$ cat src/shared/route_pkg.sv
package route_pkg;

  localparam int FS_DESTS = 16;
  localparam int PIN_COUNT = 20;
  localparam int FS_SEL_W = 5;
  localparam int PIN_SEL_W = 7;
  localparam int FS_PER_WORD = 6;
  localparam int PIN_PER_WORD = 4;
  localparam int FS_REGS = (FS_DESTS + FS_PER_WORD - 1) / FS_PER_WORD;
  localparam int PIN_REGS = PIN_COUNT / PIN_PER_WORD;
  localparam int ADDR_W = 8;

  // Register byte offsets.
  localparam logic [ADDR_W-1:0] FS_SEL_BASE = 8'h00;
  localparam logic [ADDR_W-1:0] PIN_SEL_BASE = 8'h10;

  // Inversion controls in the fifth pin select word.
  localparam int INV_PIN19_BIT = 28;
  localparam int INV_PIN20_BIT = 29;

  // Frame sync selection codes.
  localparam logic [FS_SEL_W-1:0] FS_PIN_LAST = 5'h13;
  localparam logic [FS_SEL_W-1:0] FS_SPORT_FIRST = 5'h14;
  localparam logic [FS_SEL_W-1:0] FS_SPORT_LAST = 5'h19;
  localparam logic [FS_SEL_W-1:0] FS_RX_FS = 5'h1A;
  localparam logic [FS_SEL_W-1:0] FS_TX_BIPHASE = 5'h1B;
  localparam logic [FS_SEL_W-1:0] FS_PCG_FS_A = 5'h1C;
  localparam logic [FS_SEL_W-1:0] FS_PCG_FS_B = 5'h1D;
  localparam logic [FS_SEL_W-1:0] FS_LOW = 5'h1E;
  localparam logic [FS_SEL_W-1:0] FS_HIGH = 5'h1F;

  // Pin selection codes.
  localparam logic [PIN_SEL_W-1:0] PS_PIN_LAST = 7'h13;
  localparam logic [PIN_SEL_W-1:0] PS_DATA_FIRST = 7'h14;
  localparam logic [PIN_SEL_W-1:0] PS_DATA_LAST = 7'h1F;
  localparam logic [PIN_SEL_W-1:0] PS_CLK_FIRST = 7'h20;
  localparam logic [PIN_SEL_W-1:0] PS_CLK_LAST = 7'h25;
  localparam logic [PIN_SEL_W-1:0] PS_FS_FIRST = 7'h26;
  localparam logic [PIN_SEL_W-1:0] PS_FS_LAST = 7'h2B;
  localparam logic [PIN_SEL_W-1:0] PS_TIMER_FIRST = 7'h2C;
  localparam logic [PIN_SEL_W-1:0] PS_TIMER_LAST = 7'h2E;
  localparam logic [PIN_SEL_W-1:0] PS_FLAG10 = 7'h2F;
  localparam logic [PIN_SEL_W-1:0] PS_PDAP_STROBE = 7'h30;
  localparam logic [PIN_SEL_W-1:0] PS_FLAG11_FIRST = 7'h34;
  localparam logic [PIN_SEL_W-1:0] PS_FLAG11_LAST = 7'h37;
  localparam logic [PIN_SEL_W-1:0] PS_PCG_CLK_A = 7'h38;
  localparam logic [PIN_SEL_W-1:0] PS_PCG_CLK_B = 7'h39;
  localparam logic [PIN_SEL_W-1:0] PS_PCG_FS_A = 7'h3A;
  localparam logic [PIN_SEL_W-1:0] PS_PCG_FS_B = 7'h3B;
  localparam logic [PIN_SEL_W-1:0] PS_FLAG15 = 7'h3C;
  localparam logic [PIN_SEL_W-1:0] PS_SRC_FIRST = 7'h3D;
  localparam logic [PIN_SEL_W-1:0] PS_SRC_LAST = 7'h40;
  localparam logic [PIN_SEL_W-1:0] PS_RX_DATA = 7'h41;
  localparam logic [PIN_SEL_W-1:0] PS_RX_FS = 7'h42;
  localparam logic [PIN_SEL_W-1:0] PS_RX_CLK = 7'h43;
  localparam logic [PIN_SEL_W-1:0] PS_RX_TDM_CLK = 7'h44;
  localparam logic [PIN_SEL_W-1:0] PS_TX_BIPHASE = 7'h45;
  localparam logic [PIN_SEL_W-1:0] PS_SPI_MISO = 7'h46;
  localparam logic [PIN_SEL_W-1:0] PS_SPI_MOSI = 7'h47;
  localparam logic [PIN_SEL_W-1:0] PS_SPI_CLK = 7'h48;
  localparam logic [PIN_SEL_W-1:0] PS_SPI_SEL_FIRST = 7'h49;
  localparam logic [PIN_SEL_W-1:0] PS_SPI_SEL_LAST = 7'h4C;
  localparam logic [PIN_SEL_W-1:0] PS_RX_LR_FB = 7'h4D;
  localparam logic [PIN_SEL_W-1:0] PS_RX_LR_REF = 7'h4E;
  localparam logic [PIN_SEL_W-1:0] PS_LOW = 7'h50;
  localparam logic [PIN_SEL_W-1:0] PS_HIGH = 7'h51;

  // Reset values: every route parks at logic low.
  localparam logic [31:0] FS_WORD_RESET = {2'h0, {6{5'h1E}}};
  localparam logic [31:0] PIN_WORD_RESET = {4'h0, {4{7'h50}}};
  localparam logic [31:0] FS_WORD_MASK = 32'h3FFFFFFF;
  localparam logic [31:0] PIN_WORD_MASK = 32'h0FFFFFFF;
  localparam logic [31:0] PIN_LAST_WORD_MASK = 32'h3FFFFFFF;

  typedef struct packed {
    logic cyc;
    logic stb;
    logic we;
    logic [ADDR_W-1:0] adr;
    logic [3:0] sel;
    logic [31:0] dat;
  } wb_req_t;

  typedef struct packed {
    logic ack;
    logic [31:0] dat;
  } wb_rsp_t;

  typedef struct packed {
    logic [5:0] sport_fs;
    logic [5:0] sport_chan_a;
    logic [5:0] sport_chan_b;
    logic [5:0] sport_clock;
    logic [2:0] gp_counter;
    logic [5:0] general_flag;
    logic parallel_port_request_strobe;
    logic [1:0] precision_clock;
    logic [1:0] precision_framesync;
    logic [3:0] rate_converter_data;
    logic spdif_rx_framesync;
    logic spdif_rx_clock;
    logic spdif_rx_tdm_clock;
    logic spdif_rx_data;
    logic spdif_tx_biphase;
    logic second_spi_miso;
    logic second_spi_mosi;
    logic second_spi_clock;
    logic [3:0] second_spi_select;
    logic spdif_rx_lr_feedback;
    logic spdif_rx_lr_reference;
  } periph_src_t;

endpackage

$ cat src/rtl/signal_routing_crossbar.sv
// Decided for this implementation: the placing of the registers and the Wishbone slave port.
module signal_routing_crossbar (
  input wire logic sys_clk,
  input wire logic resetn,
  input wire route_pkg::wb_req_t wb_req,
  output route_pkg::wb_rsp_t wb_rsp,
  input wire logic [route_pkg::PIN_COUNT-1:0] pin_buffer_out,
  input wire route_pkg::periph_src_t periph_src,
  output logic [route_pkg::FS_DESTS-1:0] frame_sync_dest,
  output logic [route_pkg::PIN_COUNT-1:0] pin_buffer_in
);
  import route_pkg::*;

  typedef struct packed {
    logic [FS_REGS-1:0][31:0] fs_word;
    logic [PIN_REGS-1:0][31:0] pin_word;
    logic ack;
    logic [31:0] rdata;
  } state_t;

  state_t s_q;
  state_t s_d;

  ////////////////////////////////////////////////////////////////////////////

  function automatic logic fs_route(input logic [FS_SEL_W-1:0] code,
                                    input logic [PIN_COUNT-1:0] pins,
                                    input periph_src_t src);
    logic r;
    r = 1'h0;
    if (code <= FS_PIN_LAST) begin
      r = pins[code];
    end else if (code <= FS_SPORT_LAST) begin
      r = src.sport_fs[3'(code - FS_SPORT_FIRST)];
    end else begin
      case (code)
        FS_RX_FS: r = src.spdif_rx_framesync;
        FS_TX_BIPHASE: r = src.spdif_tx_biphase;
        FS_PCG_FS_A: r = src.precision_framesync[0];
        FS_PCG_FS_B: r = src.precision_framesync[1];
        FS_LOW: r = 1'h0;
        FS_HIGH: r = 1'h1;
        default: r = 1'h0;
      endcase
    end
    return r;
  endfunction

  // Reserved pin codes drive low so a stray value never floats a pin input.
  function automatic logic pin_route(input logic [PIN_SEL_W-1:0] code,
                                     input logic [PIN_COUNT-1:0] pins,
                                     input periph_src_t src);
    logic r;
    logic [PIN_SEL_W-1:0] k;
    r = 1'h0;
    k = 7'h00;
    if (code <= PS_PIN_LAST) begin
      r = pins[5'(code)];
    end else if (code <= PS_DATA_LAST) begin
      k = code - PS_DATA_FIRST;
      r = k[0] ? src.sport_chan_b[3'(k >> 1)] : src.sport_chan_a[3'(k >> 1)];
    end else if (code <= PS_CLK_LAST) begin
      r = src.sport_clock[3'(code - PS_CLK_FIRST)];
    end else if (code <= PS_FS_LAST) begin
      r = src.sport_fs[3'(code - PS_FS_FIRST)];
    end else if (code <= PS_TIMER_LAST) begin
      r = src.gp_counter[2'(code - PS_TIMER_FIRST)];
    end else if (code >= PS_FLAG11_FIRST && code <= PS_FLAG11_LAST) begin
      r = src.general_flag[3'(code - PS_FLAG11_FIRST) + 3'h1];
    end else if (code >= PS_SRC_FIRST && code <= PS_SRC_LAST) begin
      r = src.rate_converter_data[2'(code - PS_SRC_FIRST)];
    end else if (code >= PS_SPI_SEL_FIRST && code <= PS_SPI_SEL_LAST) begin
      r = src.second_spi_select[2'(code - PS_SPI_SEL_FIRST)];
    end else begin
      case (code)
        PS_FLAG10: r = src.general_flag[0];
        PS_PDAP_STROBE: r = src.parallel_port_request_strobe;
        PS_PCG_CLK_A: r = src.precision_clock[0];
        PS_PCG_CLK_B: r = src.precision_clock[1];
        PS_PCG_FS_A: r = src.precision_framesync[0];
        PS_PCG_FS_B: r = src.precision_framesync[1];
        PS_FLAG15: r = src.general_flag[5];
        PS_RX_DATA: r = src.spdif_rx_data;
        PS_RX_FS: r = src.spdif_rx_framesync;
        PS_RX_CLK: r = src.spdif_rx_clock;
        PS_RX_TDM_CLK: r = src.spdif_rx_tdm_clock;
        PS_TX_BIPHASE: r = src.spdif_tx_biphase;
        PS_SPI_MISO: r = src.second_spi_miso;
        PS_SPI_MOSI: r = src.second_spi_mosi;
        PS_SPI_CLK: r = src.second_spi_clock;
        PS_RX_LR_FB: r = src.spdif_rx_lr_feedback;
        PS_RX_LR_REF: r = src.spdif_rx_lr_reference;
        PS_LOW: r = 1'h0;
        PS_HIGH: r = 1'h1;
        default: r = 1'h0;
      endcase
    end
    return r;
  endfunction

  function automatic logic [31:0] merge(input logic [31:0] old, input logic [31:0] wdat,
                                        input logic [3:0] sel, input logic [31:0] mask);
    logic [31:0] r;
    r = old;
    for (int b = 0; b < 4; b++) begin
      if (sel[b]) begin
        r[b*8 +: 8] = wdat[b*8 +: 8];
      end
    end
    return r & mask;
  endfunction

  ////////////////////////////////////////////////////////////////////////////
  // Wishbone classic slave: one wait-free ack cycle after each request.

  logic req;
  logic [ADDR_W-3:0] widx;
  assign req = wb_req.cyc && wb_req.stb && !s_q.ack;
  assign widx = wb_req.adr[ADDR_W-1:2];

  always_comb begin
    s_d = s_q;
    s_d.ack = req;
    s_d.rdata = 32'h00000000;
    for (int i = 0; i < FS_REGS; i++) begin
      if (widx == 6'(FS_SEL_BASE[ADDR_W-1:2] + 6'(i))) begin
        s_d.rdata = s_q.fs_word[i];
        if (req && wb_req.we) begin
          s_d.fs_word[i] = merge(s_q.fs_word[i], wb_req.dat, wb_req.sel, FS_WORD_MASK);
        end
      end
    end
    for (int i = 0; i < PIN_REGS; i++) begin
      if (widx == 6'(PIN_SEL_BASE[ADDR_W-1:2] + 6'(i))) begin
        s_d.rdata = s_q.pin_word[i];
        if (req && wb_req.we) begin
          s_d.pin_word[i] = merge(s_q.pin_word[i], wb_req.dat, wb_req.sel,
                                  (i == PIN_REGS - 1) ? PIN_LAST_WORD_MASK : PIN_WORD_MASK);
        end
      end
    end
    if (!req) begin
      s_d.rdata = 32'h00000000;
    end
  end

  always_ff @(posedge sys_clk or negedge resetn) begin
    if (!resetn) begin
      s_q.fs_word <= {FS_REGS{FS_WORD_RESET}};
      s_q.pin_word <= {PIN_REGS{PIN_WORD_RESET}};
      s_q.ack <= 1'h0;
      s_q.rdata <= 32'h00000000;
    end else begin
      s_q <= s_d;
    end
  end

  assign wb_rsp.ack = s_q.ack;
  assign wb_rsp.dat = s_q.rdata;

  ////////////////////////////////////////////////////////////////////////////
  // Routing is pure muxing so the routed edges keep their timing relation to
  // the source; the select words, inversion bits included, are the only registered part.

  logic inv19;
  logic inv20;
  logic [PIN_SEL_W-1:0] sel19;
  logic [PIN_SEL_W-1:0] sel20;
  assign inv19 = s_q.pin_word[PIN_REGS-1][INV_PIN19_BIT];
  assign inv20 = s_q.pin_word[PIN_REGS-1][INV_PIN20_BIT];
  assign sel19 = s_q.pin_word[(PIN_COUNT-2)/PIN_PER_WORD][((PIN_COUNT-2)%PIN_PER_WORD)*PIN_SEL_W +: PIN_SEL_W];
  assign sel20 = s_q.pin_word[(PIN_COUNT-1)/PIN_PER_WORD][((PIN_COUNT-1)%PIN_PER_WORD)*PIN_SEL_W +: PIN_SEL_W];

  always_comb begin
    for (int i = 0; i < FS_DESTS; i++) begin
      frame_sync_dest[i] = fs_route(s_q.fs_word[i/FS_PER_WORD][(i%FS_PER_WORD)*FS_SEL_W +: FS_SEL_W],
                                    pin_buffer_out, periph_src);
    end
    for (int i = 0; i < PIN_COUNT; i++) begin
      pin_buffer_in[i] = pin_route(s_q.pin_word[i/PIN_PER_WORD][(i%PIN_PER_WORD)*PIN_SEL_W +: PIN_SEL_W],
                                   pin_buffer_out, periph_src);
    end
    // A looped-back buffer would turn inversion into an oscillator, so it is blocked there.
    if (inv19 && sel19 != PS_PIN_LAST - 7'h01) begin
      pin_buffer_in[PIN_COUNT-2] = !pin_buffer_in[PIN_COUNT-2];
    end
    if (inv20 && sel20 != PS_PIN_LAST) begin
      pin_buffer_in[PIN_COUNT-1] = !pin_buffer_in[PIN_COUNT-1];
    end
  end

endmodule

$ cat config.mk
export PLATFORM = sky130hd
export DESIGN_NAME = signal_routing_crossbar
export DESIGN_NICKNAME = d
export VERILOG_FILES = /design/src/shared/route_pkg.sv /design/src/rtl/signal_routing_crossbar.sv
export SDC_FILE = /design/constraint.sdc
export NUM_CORES = 2
export LEC_CHECK = 0
export BUFFER_PORTS_ARGS = -buffer_cell sky130_fd_sc_hd__buf_2
export CELL_PAD_IN_SITES_DETAIL_PLACEMENT = 0
export CELL_PAD_IN_SITES_GLOBAL_PLACEMENT = 1
export CORE_MARGIN = 2
export CORE_UTILIZATION = 51
export DETAILED_ROUTE_END_ITERATION = 6
export PLACE_DENSITY = 0.88
export SLEW_MARGIN = 20
export SYNTH_ARGS = -nofsm -noshare
export SYNTH_HDL_FRONTEND = slang
export SYNTH_SLANG_ARGS = --single-unit
$ cat constraint.sdc
create_clock -name sys_clk -period 3.5 [get_ports sys_clk]
set_input_delay 0.35 -clock sys_clk [delete_from_list [all_inputs] [get_ports sys_clk]]
set_output_delay 0.35 -clock sys_clk [all_outputs]
set_load 0.05 [all_outputs]
==> flow_summary.ini <==
[synthesis]
netlist_area_sq_um = 39100
async_reset_ff_share_pct = 100
ys_dominant_reg_cell = dfrtp_1
synth_top_area_share_pct = 23.2
synth-seq-area-share_pct = 17.2
synthCells = 4017
ys_types = 98
synth.area.top_cells = mux4_2 (23%), dfrtp_1 (9.7%), ha_1 (9.0%)
ys_ff_latch = 263
yosys_warnings = 0
syn_avg_cell_area_sq_um = 9.73
synth_edf_count = 0
yosysTopAreaCell = mux4_2

[pwr]
comb_power_share_pct = 31.0
power_mw = 10.3
p_sw_mw = 3.75
seqPwrFrac_pct = 32.0
p_int_mw = 6.56
leakage_nw = 17.1
ir_drop_mv = 0.426
power_density_nw_per_um2 = 233
clockPowerShare_pct = 37.0
power_switching_share_pct = 36.4

[timing]
final.period_utilization_pct = 101
rsz0062_at_grt = true
slew_violations = 0
relSlewSlack_pct = 19.3
fin_skew_ns = 0.0233
hold_violations = 0
tightest_slew_ns = 1.21
layout_setup_ws_ns = -0.0379
post-route-min-period_ns = 3.54
max_freq_mhz = 283
finalSetupViolations = 1

[route]
viasPerCell = 7.78
vias = 40100
drc = 8
routed.top_layer = met5
wl_met1_mm = 61.0
ant_nets = 0
drt-initial-drc-count = 7133
dr.pass1.iters = 7
wirelength_mm = 178
wire_per_inst_um = 34.6
wl_met3_mm = 31.7
dr_wl_met2_mm = 70.4

[cells_and_area]
drive_gt1_share_pct = 40.2
nets = 4486
area_delta_synth_final_pct = 13.1
utilization_pct = 58.2
fill_cells = 6507

[job]
max-cap-violations = 0

[worst_setup_path]
crit_chain = buf_12 -> ha_4 -> a222oi_1 -> o21ai_1 -> a222oi_1 -> nand4_1 -> a211o_1 -> a311oi_2 -> nor2_2 -> buf_6
worst_ep_required_time_ns = 3.15
worstSetupEndpointType = output port
cp.arrival_ns = 3.19
r2r_start = wb_rsp[32]$_DFF_PN0_
cp_max_fo = 11
startpoint = s_q[86]$_DFFE_PN0P_
crit_path_max_incr_delay_ns = 0.44
slowest_stage = dfrtp_2
crit_path_frequent_cell = a222oi_1
startpoint_type = flop
path_class = flop to output port

[global_route]
grt.overflow.total = 0
grt_first_pass_wirelength_mm = 252
grt_max_degree = 87
grt_pass1_vias = 37400
grt_use_total_pct = 43.5
antenna_found_initial = 18

[min_path]
hp-class = input pin to flop
min_from = wb_req[29]

[clock_network]
cts.sinks = 263
insertion_delay_ns = 0.59
clock-root-buffer = clkbuf_16
clock_path_buffers = 3
cts_tree = done
clk_pin_slew_ns = 0.06
numCtsBuffers = 35
h-tree-depth = 2

[floorplanning]
ios = 194
die_y_um = 281
initial_core_util_pct = 51.5
rows = 101
die_w_um = 281
dieArea_sq_um = 78900
core_sq_um = 75900

[placed_design]
gp_congestion = 1.07
hpwl_mm = 120
numPortBuffers = 187
place_ws_ns = 0.350

[status]
status = finished with violations
violations = design-rule violations, negative setup slack
stage by stage:
step	hold slack (ns)	instances	TNS [ns]	instance area, sq um
floorplan	0.0544	4018	-0.178	39100
global placement	0.417	4995	0	41400
detailed placement	0.436	4995	0	41400
CTS	0.0674	5071	-0.0471	43000
global route	0.0931	5142	-0.379	44200
finish	0.0901	5153	-0.0379	44200
worst max-delay path, delay by kind of cell, from the launching register on:
kind,cells,cell delay [ns]
flip-flops,1,0.44
AND/OR/NAND/NOR,2,0.29
adder cells (fa/ha/maj),1,0.20
buffers and inverters,2,0.32
AO/OA/AOI/OAI,5,1.35
routing by layer:
layer  up-vias  global-route usage (%)
li1      15700                       -
met1     19200                    54.4
met2      4030                    59.2
met3      1064                    20.5
met4         6                    28.9
met5         -                  0.0625
synth_stat cells (18+ instances only):
cell / n
nand2_1: 399
inv_1: 99
mux2i_1: 177
and3_1: 38
a222oi_1: 57
nand3_1: 105
mux2_2: 269
nand3b_1: 18
a21boi_0: 26
o21ai_0: 190
buf_4: 53
dfstp_2: 112
dfrtp_1: 151
o211ai_1: 21
o31ai_1: 34
nor2_1: 115
a311o_1: 20
a211oi_1: 26
a31o_2: 25
ha_1: 280
a22oi_1: 47
a21o_1: 30
nand2b_1: 37
o22ai_1: 25
a22o_1: 74
nor3_1: 43
nor2b_1: 22
xor2_1: 19
buf_1: 19
mux4_2: 403
nand4_1: 23
a21oi_1: 171
a311oi_1: 33
a2bb2oi_1: 20
a31oi_1: 43
buf_2: 130
nor3b_1: 18
clkbuf_1: 319
cells by family after synthesis:
group,after synthesis,synth area share [%]
AOI/OAI and AO/OA,1027,18.8
xor gates and xnor gates,22,0.493
adders and majority gates,280,8.96
buffers and inverters,650,7.38
DFF,263,17.2
muxes,852,35.6
other,1,0.00959
and+or+nand+nor,922,11.6
registers in the layout, indices dropped and copies added, names as in the netlist:
name and cells:
inv20 1, inv19 1, s_q 230, wb_rsp 31
final cells by class:
type                            instances  area, sq um  area share, %
Timing Repair Buffer                  562         4220           9.54
Multi-Input combinational cell       3105        30200           68.4
Tap cell                             1030         1290           2.91
Clock inverter                         15          166          0.376
Inverter                              114          474           1.07
Sequential cell                       263         6780           15.3
Antenna cell                           16         40.0         0.0905
Clock buffer                           48         1010           2.29
power by group through the flow:
stage / Sequential, mW / Combinational (mW) / Clock, mW
finish: 3.30 / 3.19 / 3.81
global route: 3.31 / 3.22 / 3.93
CTS: 3.29 / 2.92 / 3.82
detailed placement: 3.34 / 2.88 / 0
global placement: 3.34 / 2.85 / 0
floorplan: 3.23 / 1.80 / 0
final timing paths:
path / end / slack, ns / cells past startpoint
max in group asynchronous: s_q[92]$_DFFE_PN1P_ / 2.16 / 3
hold reg to reg: s_q[277]$_DFFE_PN0P_ / 0.52 / 1
hold / removal: inv20$_DFFE_PN0P_ / 0.09 / 2
setup / recovery: pin_buffer_in[7] / -0.04 / 10
min in group asynchronous: s_q[48]$_DFFE_PN0P_ / 0.43 / 2
setup reg to reg: s_q[111]$_DFFE_PN0P_ / 0.84 / 5
cell usage in the layout, fill, tap and decap left out, types with 74 or more instances in the layout:
| master | instances |
|---|---|
| a21oi_1 | 166 |
| a22o_1 | 74 |
| buf_2 | 168 |
| buf_4 | 341 |
| dfrtp_1 | 110 |
| dfstp_2 | 109 |
| ha_1 | 216 |
| inv_1 | 74 |
| mux2_2 | 269 |
| mux2i_1 | 177 |
| mux4_2 | 403 |
| nand2_1 | 399 |
| nand3_1 | 104 |
| nor2_1 | 114 |
| o21ai_0 | 180 |
repair_timing:
action / in CTS / in global routing
hold endpoints to repair: 50 / 0
endpoints found under the setup margin: 20 / 20
resized for setup: 86 / 185
pin swaps: 6 / 42
gates cloned: 0 / 2
hold buffers: 1 / 0
buffers inserted: 12 / 64
No activity file was read; power rests on OpenSTA's default activity.
